--- config.mk ---
export PLATFORM = sky130hd
export DESIGN_NAME = hspc_top
export DESIGN_NICKNAME = d
export VERILOG_FILES = /design/src/hspc_pkg.sv /design/src/hspc_aux_if.sv /design/src/hspc_carry_timer.sv /design/src/hspc_ce_filter.sv /design/src/hspc_top.sv
export SDC_FILE = /design/constraint.sdc
export NUM_CORES = 1
export LEC_CHECK = 0
export BUFFER_PORTS_ARGS = -buffer_cell sky130_fd_sc_hd__buf_2
export CAP_MARGIN = 25
export CORE_UTILIZATION = 46
export CTS_CLUSTER_SIZE = 10
export DETAILED_ROUTE_END_ITERATION = 8
export PLACE_DENSITY = 0.76
export REMOVE_ABC_BUFFERS = 1
export SYNTH_ARGS = -nofsm -noshare
export SYNTH_HDL_FRONTEND = slang
export SYNTH_SLANG_ARGS = --single-unit
export TNS_END_PERCENT = 100
--- constraint.sdc ---
create_clock -name clk_in -period 1.9 [get_ports clk_in]
set_input_delay 0.38 -clock clk_in [delete_from_list [all_inputs] [get_ports clk_in]]
set_output_delay 0.38 -clock clk_in [all_outputs]
set_load 0.02 [all_outputs]
--- src/hspc_pkg.sv ---
`default_nettype none
package hspc_pkg;
    // ==========================================================================
    // Timing
    localparam int CLK_PERIOD_NS      = 100;
    localparam int CE_FILTER_NS       = 187_500;
    // Least time, so round up
    localparam int CE_FILTER_CYCLES   = (CE_FILTER_NS + CLK_PERIOD_NS - 1) / CLK_PERIOD_NS;
    localparam int CARRY_SHORT_MS     = 5;
    localparam int CARRY_LONG_MS      = 100;
    localparam int CARRY_SHORT_CYCLES = CARRY_SHORT_MS * (1_000_000 / CLK_PERIOD_NS);
    localparam int CARRY_LONG_CYCLES  = CARRY_LONG_MS * (1_000_000 / CLK_PERIOD_NS);

    // ==========================================================================
    // Instruction operands
    localparam int       HALT_KEY_BIT  = 0;
    localparam int       HALT_TMR_BIT  = 1;
    localparam int       HALT_INT_BIT  = 3;
    localparam bit [3:0] HALT_OP_KEY   = 4'h1;
    localparam bit [3:0] HALT_OP_TIMER = 4'h2;
    localparam bit [3:0] HALT_OP_INT   = 4'h8;
    localparam bit [3:0] STOP_OP       = 4'h0;

    // ==========================================================================
    // Interrupt sources, index 0 has the highest priority
    localparam int        NUM_SRC    = 4;
    localparam int        SRC_PIN    = 0;
    localparam int        SRC_TIMER  = 1;
    localparam int        SRC_VSYNC  = 2;
    localparam int        SRC_SERIAL = 3;
    localparam bit [13:0] VEC_RESET  = 14'h0000;
    localparam bit [13:0] VEC_TIMER  = 14'h0003;
    localparam bit [13:0] VEC_PIN    = 14'h0004;
    localparam bit [13:0] VEC_VSYNC  = 14'h0002;
    localparam bit [13:0] VEC_SERIAL = 14'h0001;

    // ==========================================================================
    // Register map, byte addresses
    localparam bit [11:0] REG_IDX_CARRY = 12'h017;
    localparam bit [11:0] ADDR_CTRL     = 12'h000;
    localparam bit [11:0] ADDR_PERMIT   = 12'h004;
    localparam bit [11:0] ADDR_STATUS   = 12'h008;
    localparam bit [11:0] ADDR_CARRY    = 12'(REG_IDX_CARRY * 4);
    localparam int        CTRL_PERIOD_BIT = 0;
    localparam int        CTRL_GIE_BIT    = 1;
    localparam int        CARRY_BIT       = 0;
    localparam int        ST_HALTED_BIT   = 0;
    localparam int        ST_STOPPED_BIT  = 1;
    localparam int        ST_CE_BIT       = 2;
    localparam int        ST_CEPEND_BIT   = 3;
    localparam int        ST_PFD_BIT      = 4;
    localparam int        ST_INSVC_BIT    = 5;
    localparam bit [3:0]  PERMIT_RST      = 4'h0;
endpackage
`default_nettype wire

--- src/hspc_aux_if.sv ---
`timescale 1ns/1ps
`default_nettype none
interface hspc_aux_if;
    logic run;
    logic period_sel;
    logic carry_evt;
    logic ce_raw;
    logic ce_level;
    logic ce_rise;
    modport tmr  (input run, input period_sel, output carry_evt);
    modport filt (input ce_raw, output ce_level, output ce_rise);
    modport core (output run, output period_sel, output ce_raw,
                  input carry_evt, input ce_level, input ce_rise);
endinterface
`default_nettype wire

--- src/hspc_carry_timer.sv ---
`timescale 1ns/1ps
`default_nettype none
module hspc_carry_timer #(
    parameter int SHORT_CYC = hspc_pkg::CARRY_SHORT_CYCLES,
    parameter int LONG_CYC  = hspc_pkg::CARRY_LONG_CYCLES
) (
    input  wire logic   clk_in,
    input  wire logic   rstn_in,
    hspc_aux_if.tmr     aux
);
    localparam int CW = $clog2(LONG_CYC + 1);

    typedef struct packed {
        logic [CW-1:0] cnt;
        logic          evt;
    } hspc_tmr_st_t;

    hspc_tmr_st_t st_ff;
    hspc_tmr_st_t nxt_st;

    // ==========================================================================
    // Period counter, held at zero while the oscillator is stopped
    always_comb begin
        logic [CW-1:0] limit;
        limit  = aux.period_sel ? CW'(SHORT_CYC - 1) : CW'(LONG_CYC - 1);
        nxt_st = st_ff;
        nxt_st.evt = 1'b0;
        if (!aux.run) begin
            nxt_st.cnt = '0;
        end else if (st_ff.cnt >= limit) begin
            nxt_st.cnt = '0;
            nxt_st.evt = 1'b1;
        end else begin
            nxt_st.cnt = st_ff.cnt + CW'(1);
        end
    end

    always_ff @(posedge clk_in or negedge rstn_in) begin
        if (!rstn_in) begin
            st_ff <= '0;
        end else begin
            st_ff <= nxt_st;
        end
    end

    assign aux.carry_evt = st_ff.evt;
endmodule // hspc_carry_timer
`default_nettype wire

--- src/hspc_ce_filter.sv ---
`timescale 1ns/1ps
`default_nettype none
module hspc_ce_filter #(
    parameter int FILT_CYC = hspc_pkg::CE_FILTER_CYCLES
) (
    input  wire logic   clk_in,
    input  wire logic   rstn_in,
    hspc_aux_if.filt    aux
);
    localparam int CW = $clog2(FILT_CYC + 1);

    typedef struct packed {
        logic [CW-1:0] cnt;
        logic          level;
        logic          rise;
    } hspc_filt_st_t;

    hspc_filt_st_t st_ff;
    hspc_filt_st_t nxt_st;

    // ==========================================================================
    // Level must differ for the whole window before it is believed
    always_comb begin
        nxt_st = st_ff;
        nxt_st.rise = 1'b0;
        if (aux.ce_raw == st_ff.level) begin
            nxt_st.cnt = '0;
        end else if (st_ff.cnt >= CW'(FILT_CYC - 1)) begin
            nxt_st.cnt   = '0;
            nxt_st.level = aux.ce_raw;
            nxt_st.rise  = aux.ce_raw;
        end else begin
            nxt_st.cnt = st_ff.cnt + CW'(1);
        end
    end

    always_ff @(posedge clk_in or negedge rstn_in) begin
        if (!rstn_in) begin
            st_ff <= '0;
        end else begin
            st_ff <= nxt_st;
        end
    end

    assign aux.ce_level = st_ff.level;
    assign aux.ce_rise  = st_ff.rise;
endmodule // hspc_ce_filter
`default_nettype wire

--- src/hspc_top.sv ---
// What this block does
// - Halt operand 0010B makes the timer carry flag the wake condition.
// - Timer wake leaves halt in the same step the carry flag sets.
// - Timer carry flag reads as bit 0 of register index 17H.
// - Carry flag sets every 5 ms or 100 ms, software selected.
// - Halt operand 1000B makes interrupt acceptance the wake condition.
// - Interrupt wake ends halt on acceptance, not on a raised request.
// - Pin, timer, vertical sync and serial interrupts can all wake the core.
// - A request is accepted only with global enable and its permit set.
// - With interrupts disabled a raised request leaves the core halted.
// - Accepted interrupt jumps to its vector; return resumes after the halt.
// - Timer vector 0003H, pin vector 0004H, reset starts at 0000H.
// - Pin beats timer; pending timer is taken after the return once global enable is set again.
// - Clock stop instruction stops the crystal oscillator.
// - Clock stop works only with chip enable low, else a no-operation.
// - In clock stop the core and the carry timer cease; the chip enable filter keeps running.
// - Power-failure detector is off during clock stop.
// - Clock stop ends on chip enable rising or on power-on reset.
// - Power-on reset out of clock stop re-enables the failure detector.
// - With chip enable high, its reset applies at the next carry set.
// - Halt ends when any selected condition is met; execution continues.
// - Halt operand 0001B wakes on a high level at any key pin.
// - Power-on or chip enable reset always ends halt and resets.
// - Chip enable ignores levels shorter than 187.5 microseconds.
`timescale 1ns/1ps
`default_nettype none
module hspc_top #(
    parameter int CARRY_SHORT_CYC = hspc_pkg::CARRY_SHORT_CYCLES,
    parameter int CARRY_LONG_CYC  = hspc_pkg::CARRY_LONG_CYCLES,
    parameter int CE_FILT_CYC     = hspc_pkg::CE_FILTER_CYCLES
) (
    input  wire logic        clk_in,
    input  wire logic        rstn_in,
    input  wire logic [11:0] paddr_in,
    input  wire logic        psel_in,
    input  wire logic        penable_in,
    input  wire logic        pwrite_in,
    input  wire logic [31:0] pwdata_in,
    output logic      [31:0] prdata_out,
    output logic             pready_out,
    output logic             pslverr_out,
    input  wire logic        instr_valid_in,
    input  wire logic        instr_halt_in,
    input  wire logic        instr_stop_in,
    input  wire logic [3:0]  operand_in,
    input  wire logic        boundary_in,
    input  wire logic        global_interrupt_enable_instr_in,
    input  wire logic        return_from_interrupt_in,
    input  wire logic [3:0]  irq_in,
    input  wire logic [3:0]  key_entry_pins_in,
    input  wire logic        ce_pin_in,
    input  wire logic        por_in,
    output logic             halted_out,
    output logic             stopped_out,
    output logic             osc_enable_out,
    output logic             pfd_enable_out,
    output logic             stop_nop_out,
    output logic      [3:0]  int_ack_out,
    output logic             vector_valid_out,
    output logic      [13:0] vector_addr_out,
    output logic             core_reset_out
);
    typedef struct packed {
        logic        halted;
        logic [3:0]  hop;
        logic        stopped;
        logic        gie;
        logic        in_service;
        logic [3:0]  permit;
        logic        period_sel;
        logic        carry_flag;
        logic        ce_pend;
        logic        pfd_en;
        logic [3:0]  ack;
        logic        vec_valid;
        logic [13:0] vec;
        logic        nop;
        logic        core_rst;
        logic [31:0] prdata;
    } hspc_top_st_t;

    localparam hspc_top_st_t ST_RST = '{pfd_en: 1'b1, permit: hspc_pkg::PERMIT_RST,
                                        default: '0};

    hspc_top_st_t st_ff;
    hspc_top_st_t nxt_st;
    hspc_aux_if   aux ();

    // ==========================================================================
    // Helpers
    hspc_carry_timer #(
        .SHORT_CYC (CARRY_SHORT_CYC),
        .LONG_CYC  (CARRY_LONG_CYC)
    ) u_timer (
        .clk_in  (clk_in),
        .rstn_in (rstn_in),
        .aux     (aux.tmr)
    );

    hspc_ce_filter #(
        .FILT_CYC (CE_FILT_CYC)
    ) u_ce_filt (
        .clk_in  (clk_in),
        .rstn_in (rstn_in),
        .aux     (aux.filt)
    );

    assign aux.run        = !st_ff.stopped;
    assign aux.period_sel = st_ff.period_sel;
    assign aux.ce_raw     = ce_pin_in;

    // ==========================================================================
    // Event decode
    logic [3:0]  pending;
    logic [3:0]  grant;
    logic [13:0] grant_vec;
    logic        carry_evt;
    logic        accept;
    logic        halt_exec;
    logic        stop_exec;
    logic [3:0]  wake_op;
    logic        wake;
    logic        ce_reset_now;
    logic        apb_acc;
    logic        apb_wr;
    logic        mapped;

    assign carry_evt = aux.carry_evt && !st_ff.stopped;
    assign pending   = irq_in & st_ff.permit;

    // Lowest index wins, so the pin is served before the timer
    always_comb begin
        grant     = 4'h0;
        grant_vec = hspc_pkg::VEC_RESET;
        for (int i = hspc_pkg::NUM_SRC - 1; i >= 0; i--) begin
            if (pending[i]) begin
                grant = 4'(1 << i);
                unique case (i)
                    hspc_pkg::SRC_PIN:    grant_vec = hspc_pkg::VEC_PIN;
                    hspc_pkg::SRC_TIMER:  grant_vec = hspc_pkg::VEC_TIMER;
                    hspc_pkg::SRC_VSYNC:  grant_vec = hspc_pkg::VEC_VSYNC;
                    default:              grant_vec = hspc_pkg::VEC_SERIAL;
                endcase
            end
        end
    end

    // Chip enable reset waits for a carry tick unless the core is stopped
    assign ce_reset_now = st_ff.stopped ? aux.ce_rise
                                        : ((st_ff.ce_pend || aux.ce_rise) && carry_evt);

    assign accept = st_ff.gie && !st_ff.in_service && !st_ff.stopped
                    && (st_ff.halted || boundary_in) && (|pending) && !ce_reset_now;

    assign halt_exec = instr_valid_in && instr_halt_in && !st_ff.halted && !st_ff.stopped;
    assign stop_exec = instr_valid_in && instr_stop_in && !st_ff.halted && !st_ff.stopped;

    // A new halt judges its own operand in the same cycle
    assign wake_op = halt_exec ? operand_in : st_ff.hop;
    assign wake    = (wake_op[hspc_pkg::HALT_KEY_BIT] && (|key_entry_pins_in))
                     || (wake_op[hspc_pkg::HALT_TMR_BIT] && carry_evt)
                     || (wake_op[hspc_pkg::HALT_INT_BIT] && accept);

    assign apb_acc = psel_in && penable_in;
    assign mapped  = (paddr_in == hspc_pkg::ADDR_CTRL) || (paddr_in == hspc_pkg::ADDR_PERMIT)
                     || (paddr_in == hspc_pkg::ADDR_STATUS) || (paddr_in == hspc_pkg::ADDR_CARRY);
    assign apb_wr  = apb_acc && pwrite_in && mapped;

    // ==========================================================================
    // Next state
    always_comb begin
        nxt_st = st_ff;
        nxt_st.ack       = 4'h0;
        nxt_st.vec_valid = 1'b0;
        nxt_st.nop       = 1'b0;
        nxt_st.core_rst  = 1'b0;

        // Read data captured in setup so the access phase needs no wait
        if (psel_in && !penable_in && !pwrite_in) begin
            nxt_st.prdata = 32'h0;
            unique case (paddr_in)
                hspc_pkg::ADDR_CTRL: begin
                    nxt_st.prdata[hspc_pkg::CTRL_PERIOD_BIT] = st_ff.period_sel;
                    nxt_st.prdata[hspc_pkg::CTRL_GIE_BIT]    = st_ff.gie;
                end
                hspc_pkg::ADDR_PERMIT: nxt_st.prdata[3:0] = st_ff.permit;
                hspc_pkg::ADDR_STATUS: begin
                    nxt_st.prdata[hspc_pkg::ST_HALTED_BIT]  = st_ff.halted;
                    nxt_st.prdata[hspc_pkg::ST_STOPPED_BIT] = st_ff.stopped;
                    nxt_st.prdata[hspc_pkg::ST_CE_BIT]      = aux.ce_level;
                    nxt_st.prdata[hspc_pkg::ST_CEPEND_BIT]  = st_ff.ce_pend;
                    nxt_st.prdata[hspc_pkg::ST_PFD_BIT]     = st_ff.pfd_en;
                    nxt_st.prdata[hspc_pkg::ST_INSVC_BIT]   = st_ff.in_service;
                end
                hspc_pkg::ADDR_CARRY: nxt_st.prdata[hspc_pkg::CARRY_BIT] = st_ff.carry_flag;
                default: nxt_st.prdata = 32'h0;
            endcase
        end

        if (por_in || ce_reset_now) begin
            // Either reset ends halt and stop and restarts at the reset vector
            nxt_st           = ST_RST;
            nxt_st.prdata    = st_ff.prdata;
            nxt_st.pfd_en    = por_in ? 1'b1 : st_ff.pfd_en;
            nxt_st.core_rst  = 1'b1;
            nxt_st.vec_valid = 1'b1;
            nxt_st.vec       = hspc_pkg::VEC_RESET;
        end else begin
            if (aux.ce_rise) begin
                nxt_st.ce_pend = 1'b1;
            end else if (!aux.ce_level) begin
                nxt_st.ce_pend = 1'b0;
            end

            if (apb_wr) begin
                unique case (paddr_in)
                    hspc_pkg::ADDR_CTRL: begin
                        nxt_st.period_sel = pwdata_in[hspc_pkg::CTRL_PERIOD_BIT];
                        nxt_st.gie        = pwdata_in[hspc_pkg::CTRL_GIE_BIT];
                    end
                    hspc_pkg::ADDR_PERMIT: nxt_st.permit = pwdata_in[3:0];
                    hspc_pkg::ADDR_CARRY: begin
                        if (!pwdata_in[hspc_pkg::CARRY_BIT]) begin
                            nxt_st.carry_flag = 1'b0;
                        end
                    end
                    default: nxt_st.prdata = st_ff.prdata;
                endcase
            end
            // Set after clear, so a tick in the clearing cycle survives
            if (carry_evt) begin
                nxt_st.carry_flag = 1'b1;
            end
            if (global_interrupt_enable_instr_in) begin
                nxt_st.gie = 1'b1;
            end
            if (return_from_interrupt_in) begin
                nxt_st.in_service = 1'b0;
            end

            if (accept) begin
                nxt_st.ack        = grant;
                nxt_st.gie        = 1'b0;
                nxt_st.in_service = 1'b1;
                nxt_st.vec_valid  = 1'b1;
                nxt_st.vec        = grant_vec;
            end

            if (halt_exec && !wake) begin
                nxt_st.halted = 1'b1;
                nxt_st.hop    = operand_in;
            end else if (st_ff.halted && wake) begin
                nxt_st.halted = 1'b0;
            end

            if (stop_exec) begin
                if (!aux.ce_level) begin
                    // Period select, global enable, permits and carry flag return to reset values; detector turns off
                    nxt_st.stopped    = 1'b1;
                    nxt_st.pfd_en     = 1'b0;
                    nxt_st.period_sel = 1'b0;
                    nxt_st.gie        = 1'b0;
                    nxt_st.permit     = hspc_pkg::PERMIT_RST;
                    nxt_st.carry_flag = 1'b0;
                    nxt_st.vec_valid  = 1'b1;
                    nxt_st.vec        = hspc_pkg::VEC_RESET;
                end else begin
                    nxt_st.nop = 1'b1;
                end
            end
        end
    end

    always_ff @(posedge clk_in or negedge rstn_in) begin
        if (!rstn_in) begin
            st_ff <= ST_RST;
        end else begin
            st_ff <= nxt_st;
        end
    end

    // ==========================================================================
    // Outputs
    assign prdata_out       = st_ff.prdata;
    assign pready_out       = 1'b1;
    assign pslverr_out      = apb_acc && !mapped;
    assign halted_out       = st_ff.halted;
    assign stopped_out      = st_ff.stopped;
    assign osc_enable_out   = !st_ff.stopped;
    assign pfd_enable_out   = st_ff.pfd_en && !st_ff.stopped;
    assign stop_nop_out     = st_ff.nop;
    assign int_ack_out      = st_ff.ack;
    assign vector_valid_out = st_ff.vec_valid;
    assign vector_addr_out  = st_ff.vec;
    assign core_reset_out   = st_ff.core_rst;
endmodule // hspc_top
`default_nettype wire

* Word level (Yosys, flattened, before mapping)
Index checks and enable logic that the tools add are counted.
** Word-level totals
- Flip-flop bits (word level) :: 103
- Bits of input ports :: 69
- Word-level logic and storage cells :: 143
** Cells by class
- $add $sub $neg :: 2
- Magnitude comparators :: 2
- Equal/unequal tests :: 8
- Multiplexer cells :: 54
- Bitwise logic cells :: 3
- Reductions and logical operators :: 53
** Operators with widths (count)
- 2-to-1 mux 32 bit :: 3
- 2-to-1 mux 20 bit :: 3
- 2-to-1 mux 14 bit :: 3
- 2-to-1 mux 36 bit :: 1
- 2-to-1 mux 4 bit :: 7
- logical AND 1 bit :: 25
- 2-to-1 mux 1 bit :: 22
- 2-to-1 mux 11 bit :: 2
- adder 20 x 1 -> 20 bit (second input constant) :: 1
- >= comparator 20 bit :: 1
- 2-to-1 mux 19 bit :: 1
- 2-to-1 mux 6 bit :: 3
- 2-to-1 mux 16 bit :: 1
- 2-to-1 mux 15 bit :: 1
- == test 12 x 3 -> 1 bit (second input constant) :: 1
- == test 12 x 4 -> 1 bit (second input constant) :: 1
- == test 12 x 7 -> 1 bit (second input constant) :: 1
- logical NOT 12 bit :: 1
- adder 11 x 1 -> 11 bit (second input constant) :: 1
- >= comparator 11 bit (second input constant) :: 1
- logical NOT 1 bit :: 8
- logical OR 1 bit :: 8
- 2-to-1 mux 2 bit :: 4
- OR reduction 4 bit :: 2
- other kinds (13) :: 20

* Depth between registers and ports, before layout
- Depth after elaboration :: 12
- Depth in mapped cells :: 8
- Mapped depth without buffers :: 7

* Modules after synthesis
A second synthesis with hierarchy kept.
** Second synthesis, totals
- Cells, all modules :: 431
- Area total of the unflattened synthesis :: 4229.1 um^2
** By module, submodules not included
- hspc_top :: instances 1, cells each 239, area each 2356.0 um^2, seq. area each 1052.3 um^2
- hspc_carry_timer :: instances 1, cells each 130, area each 1251.2 um^2, seq. area each 525.5 um^2
- hspc_ce_filter :: instances 1, cells each 62, area each 621.8 um^2, seq. area each 325.3 um^2

* Worst setup path before layout
OpenSTA, ideal clock, no wires.
- Kind :: reg-to-reg
- Start :: register st_ff (netlist bit stopped_out)
- End :: register st_ff (netlist bit prdata_out[4])
- Setup time :: 0.121 ns
- Data arrival time :: 1.825 ns
- Data required time :: 1.779 ns
- Setup slack :: -0.046 ns
- Stages on the path, launching flop included :: 6
- Path buffers :: 1
- Clock period less this slack :: 1.946 ns
- Cells stage by stage :: dfrtp_1 > or3_1 > o31a_1 > or4b_4 > buf_6 > a22o_1
** Between the ends
- Word-level cells in the longest chain between the ends :: 7
** Ends and longest elaborated chain
- start: declaration :: line hspc_top.sv:85 : hspc_top_st_t st_ff;
- start signal: assignment :: line hspc_top.sv:278 : st_ff <= nxt_st;
- logical NOT 1 bit :: line hspc_top.sv:128 : assign carry_evt = aux.carry_evt && !st_ff.stopped;
- logical AND 1 bit :: line hspc_top.sv:128
- logical AND 1 bit :: line hspc_top.sv:150 : : ((st_ff.ce_pend || aux.ce_rise) && carry_evt);
- 2-to-1 mux 1 bit (*) :: line hspc_top.sv:149 : assign ce_reset_now = st_ff.stopped ? aux.ce_rise
- logical OR 1 bit (*) :: line hspc_top.sv:200 : if (por_in || ce_reset_now) begin
- NOT 1 bit (no line) (*)
- AND reduction 2 bit (no line) (*)
Every way passes the cells marked *; elsewhere a longest branch is shown, timed or not.
A chain may end at the register's enable or synchronous reset.

* Worst setup path in the final report
- Start :: register st_ff (netlist bit stopped_out)
- End :: register st_ff (netlist bit prdata_out[5])
The elaborated chain is that of the path after synthesis.

==> summary.md <==
| Metric | Value |
|---|---|
| Status | `finished with violations` |
| Failing checks | `negative setup slack` |
| Leak | `2.45 nW` |
| Largest family of logic cells by synthesized area | `simple AND/OR/NAND/NOR gates` |
| CP required | `2.19 ns` |
| Via count | `3206` |
| CP Class | `reg2reg` |
| DR vias/cell | `5.28` |
| Final ANT Viol Nets | `0` |
| Syn Area/Cell | `9.97 sq um` |
| Post-Synthesis Cells | `410` |
| Hold_ws | `0.0635 ns` |
| RSZ-0062 raised after global routing | `yes` |
| Crit path DAT | `~2.3 ns` |
| Residual DRC count | `0` |
| Final nets | `575` |
| Clock transition at path regs | `~0.080 ns` |
| Yosys top cell area share | `45.9%` |
| Clock sinks | `76` |
| Yosys top cell by area | `dfrtp_1` |
| Die area | `9260 sq um` |
| Post-synth EDFFs | `0` |
| Diodes inserted | `0` |
| CP max FO | `8` |
| Starting Density | `47.1%` |
| Number of buffers created by CTS | `9` |
| Final Power | `3.70 mW` |
| Adder-Cell Fraction of Synth Area | `roughly 3.7%` |
| Slew @ Worst Pin | `between 0.6 and 0.7 ns` |
| PnR worst setup slack | `-0.0687 ns` |
| CP startpoint kind | `flop` |
| Antenna violations before repair | `0` |
| Commonest non-fill, non-tap cell in the layout | `dfrtp_1` |
| Routed len/inst | `15.4 um` |
| Die width | `96.3 um` |
| Worst IR drop on VDD | `0.406 mV` |
| Max-slew violation count | `0` |
| Core area | `8680 sq um` |
| Detailed Route WL | `9340 um` |
| Synthesized area | `4090 sq um` |
| Gpl congestion | `0.827` |
| Detailed-router iteration count before antenna repair | `5` |
| Synthesis Warnings | `0` |
| Layout Cells excl Fill | `607` |
| Compound-Gate Fraction of Synth Area | `between 8 and 9%` |
| First-pass GRT wire length | `14100 um` |
| Clock skew | `0.0105 ns` |
| DP HPWL | `6030 um` |
| Dominant cells by area after synthesis | `dfrtp_1, buf_4, nor2_1` |
| H-tree depth | `3` |
| Final Hold Viols | `0` |
| Commonest cells after routing, fill and taps aside | `dfrtp_1, buf_2, nor2_1` |
| Final Setup Violations | `37` |
| PortBufs | `around 70` |
| Max clock buf depth | `2` |
| DR iter-0 viols | `about 160` |
| Total track usage | `between 20% and 30%` |
| RR Startpoint | `stopped_out` |
| Simple-gate share of the synthesized area | `between 20% and 30%` |
| Distinct cell type count after synthesis | `62` |
| Post-DP Area | `4490 sq um` |
| Layout area overhead | `22.5%` |
| Rel. slew slack | `between 50% and 60%` |
| Register area share after synthesis | `a little under half` |
| Clock latency on the worst-skew pair | `0.35 ns` |
| Post-synthesis mux area share | `3.25%` |
| Final Cycle Share | `104%` |
| CP Capture Type | `flop` |
| Vias in the first global route | `3034` |
| Cells after DPL | `585` |
| GRT overflow | `0` |
| CTS tree | `yes` |
| Tmin final | `1.97 ns` |
| Peak Freq | `roughly 500 MHz` |
| Post-layout util | `57.7%` |
| Final Cell Area | `5010 sq um` |
| Clock root buffer master | `clkbuf_8` |
| Largest net degree at the start of global routing | `77` |
| Pre-CTS WS | `-0.198 ns` |
| Critical Path Source | `stopped_out` |
| Share of cells above drive strength 1 | `32.3%` |
| Max-Cap Viols | `0` |
| FF+latch count, synth | `between 70 and 80` |
| Post-synth ARST share | `100%` |
| Total negative slack | `-1.44 ns` |
| Predominant post-synthesis flop cell | `dfrtp_1` |
| IO Count | `128` |
| # rows | `34` |
| PwrDens | `739 nW/um^2` |
| Worst hold path type | `in2async` |
| Synth Area in XOR/XNOR | `slightly below 6%` |
| Die Y | `96.3 um` |
-- critical path, cell delays in order, from the launching register on --
cell,delay (ns)
dfrtp_1,0.37
buf_4,0.18
nor2b_1,0.09
o31a_1,0.35
or4b_4,0.59
nor3_4,0.20
a22o_1,0.15
-- final cells by class --
class                   instances  area, sq um
clock buffers                  11          141
clock inverters                 5         61.3
fillers                       694         3670
inverters                       9         33.8
multi-input cells             290         2050
flip-flops and latches         76         1900
well taps                     108          135
repair buffers                108          678
-- cell usage after synthesis, types with 2 or more instances --
library cell	n
or3_1	2
and2_1	12
nand4_1	9
nor4_1	8
o41ai_1	2
inv_1	9
mux2i_1	11
nor4bb_1	2
a22oi_1	3
nand3_1	15
ha_1	12
nor3b_1	2
nand2_1	30
a21boi_0	2
nor3_1	5
buf_4	52
o21ai_0	5
or4b_1	2
nor2_1	60
a21oi_1	8
a211oi_1	2
a2111oi_0	2
o22ai_1	3
conb_1	2
and4_1	2
buf_2	2
xnor2_1	11
clkbuf_1	6
dfrtp_1	75
a31oi_1	2
nor2b_1	4
xor2_1	16
a22o_1	3
-- repair_timing --
action	4_1_cts	5_1_grt
hold buffers	0	0
pin swaps	6	13
setup buffers	2	4
resized for setup	28	23
endpoints found under the setup margin	31	49
gates cloned	2	0
-- final timing paths --
path | to | slack, ns | cells past startpoint
max | prdata_out[5] | -0.07 | 6
min | int_ack_out[0] | 0.06 | 2
max reg2reg | prdata_out[5] | -0.07 | 6
min reg2reg | u_timer.st_ff[1] | 0.47 | 1
max in group asynchronous | st_ff[53] | 1.51 | 2
min in group clk_in | st_ff[59] | 0.29 | 3
-- report_power, final --
| part | switching (mW) | internal [mW] |
|---|---|---|
| clock | 0.604 | 0.645 |
| combinational | 0.404 | 0.263 |
| sequential | 0.0768 | 1.71 |
| total | 1.08 | 2.62 |
-- flip-flops by register name, indices dropped and copies added (netlist names), 4 cells and up --
name / count
int_ack_out: 4
prdata_out: 6
st_ff: 12
u_ce_filt.st_ff: 11
u_timer.st_ff: 20
vector_addr_out: 14
-- kinds of logic (layout without fill, tap and decap cells) --
family,count (synthesis),count (layout)
AND/OR/NAND/NOR,163,164
other,2,27
XOR/XNOR,27,27
multiplexers,13,13
buffers and inverters,70,133
flip-flops,76,76
adder cells (fa/ha/maj),12,12
AO/OA/AOI/OAI,47,47
-- per-layer routing --
| metal | global-route usage (%) | routed length, um | share of wire [%] | vias to the layer above |
|---|---|---|---|---|
| li1 | - | - | - | 1520 |
| met1 | 24.6 | 3860 | 41 | 1558 |
| met2 | 34.6 | 4810 | 52 | 105 |
| met3 | 3.40 | 375 | 4.0 | 23 |
| met4 | 8.58 | 290 | 3.1 | 0 |
| met5 | 0 | 0 | 0 | - |
Note: power is estimated with default switching activity, not from simulation.
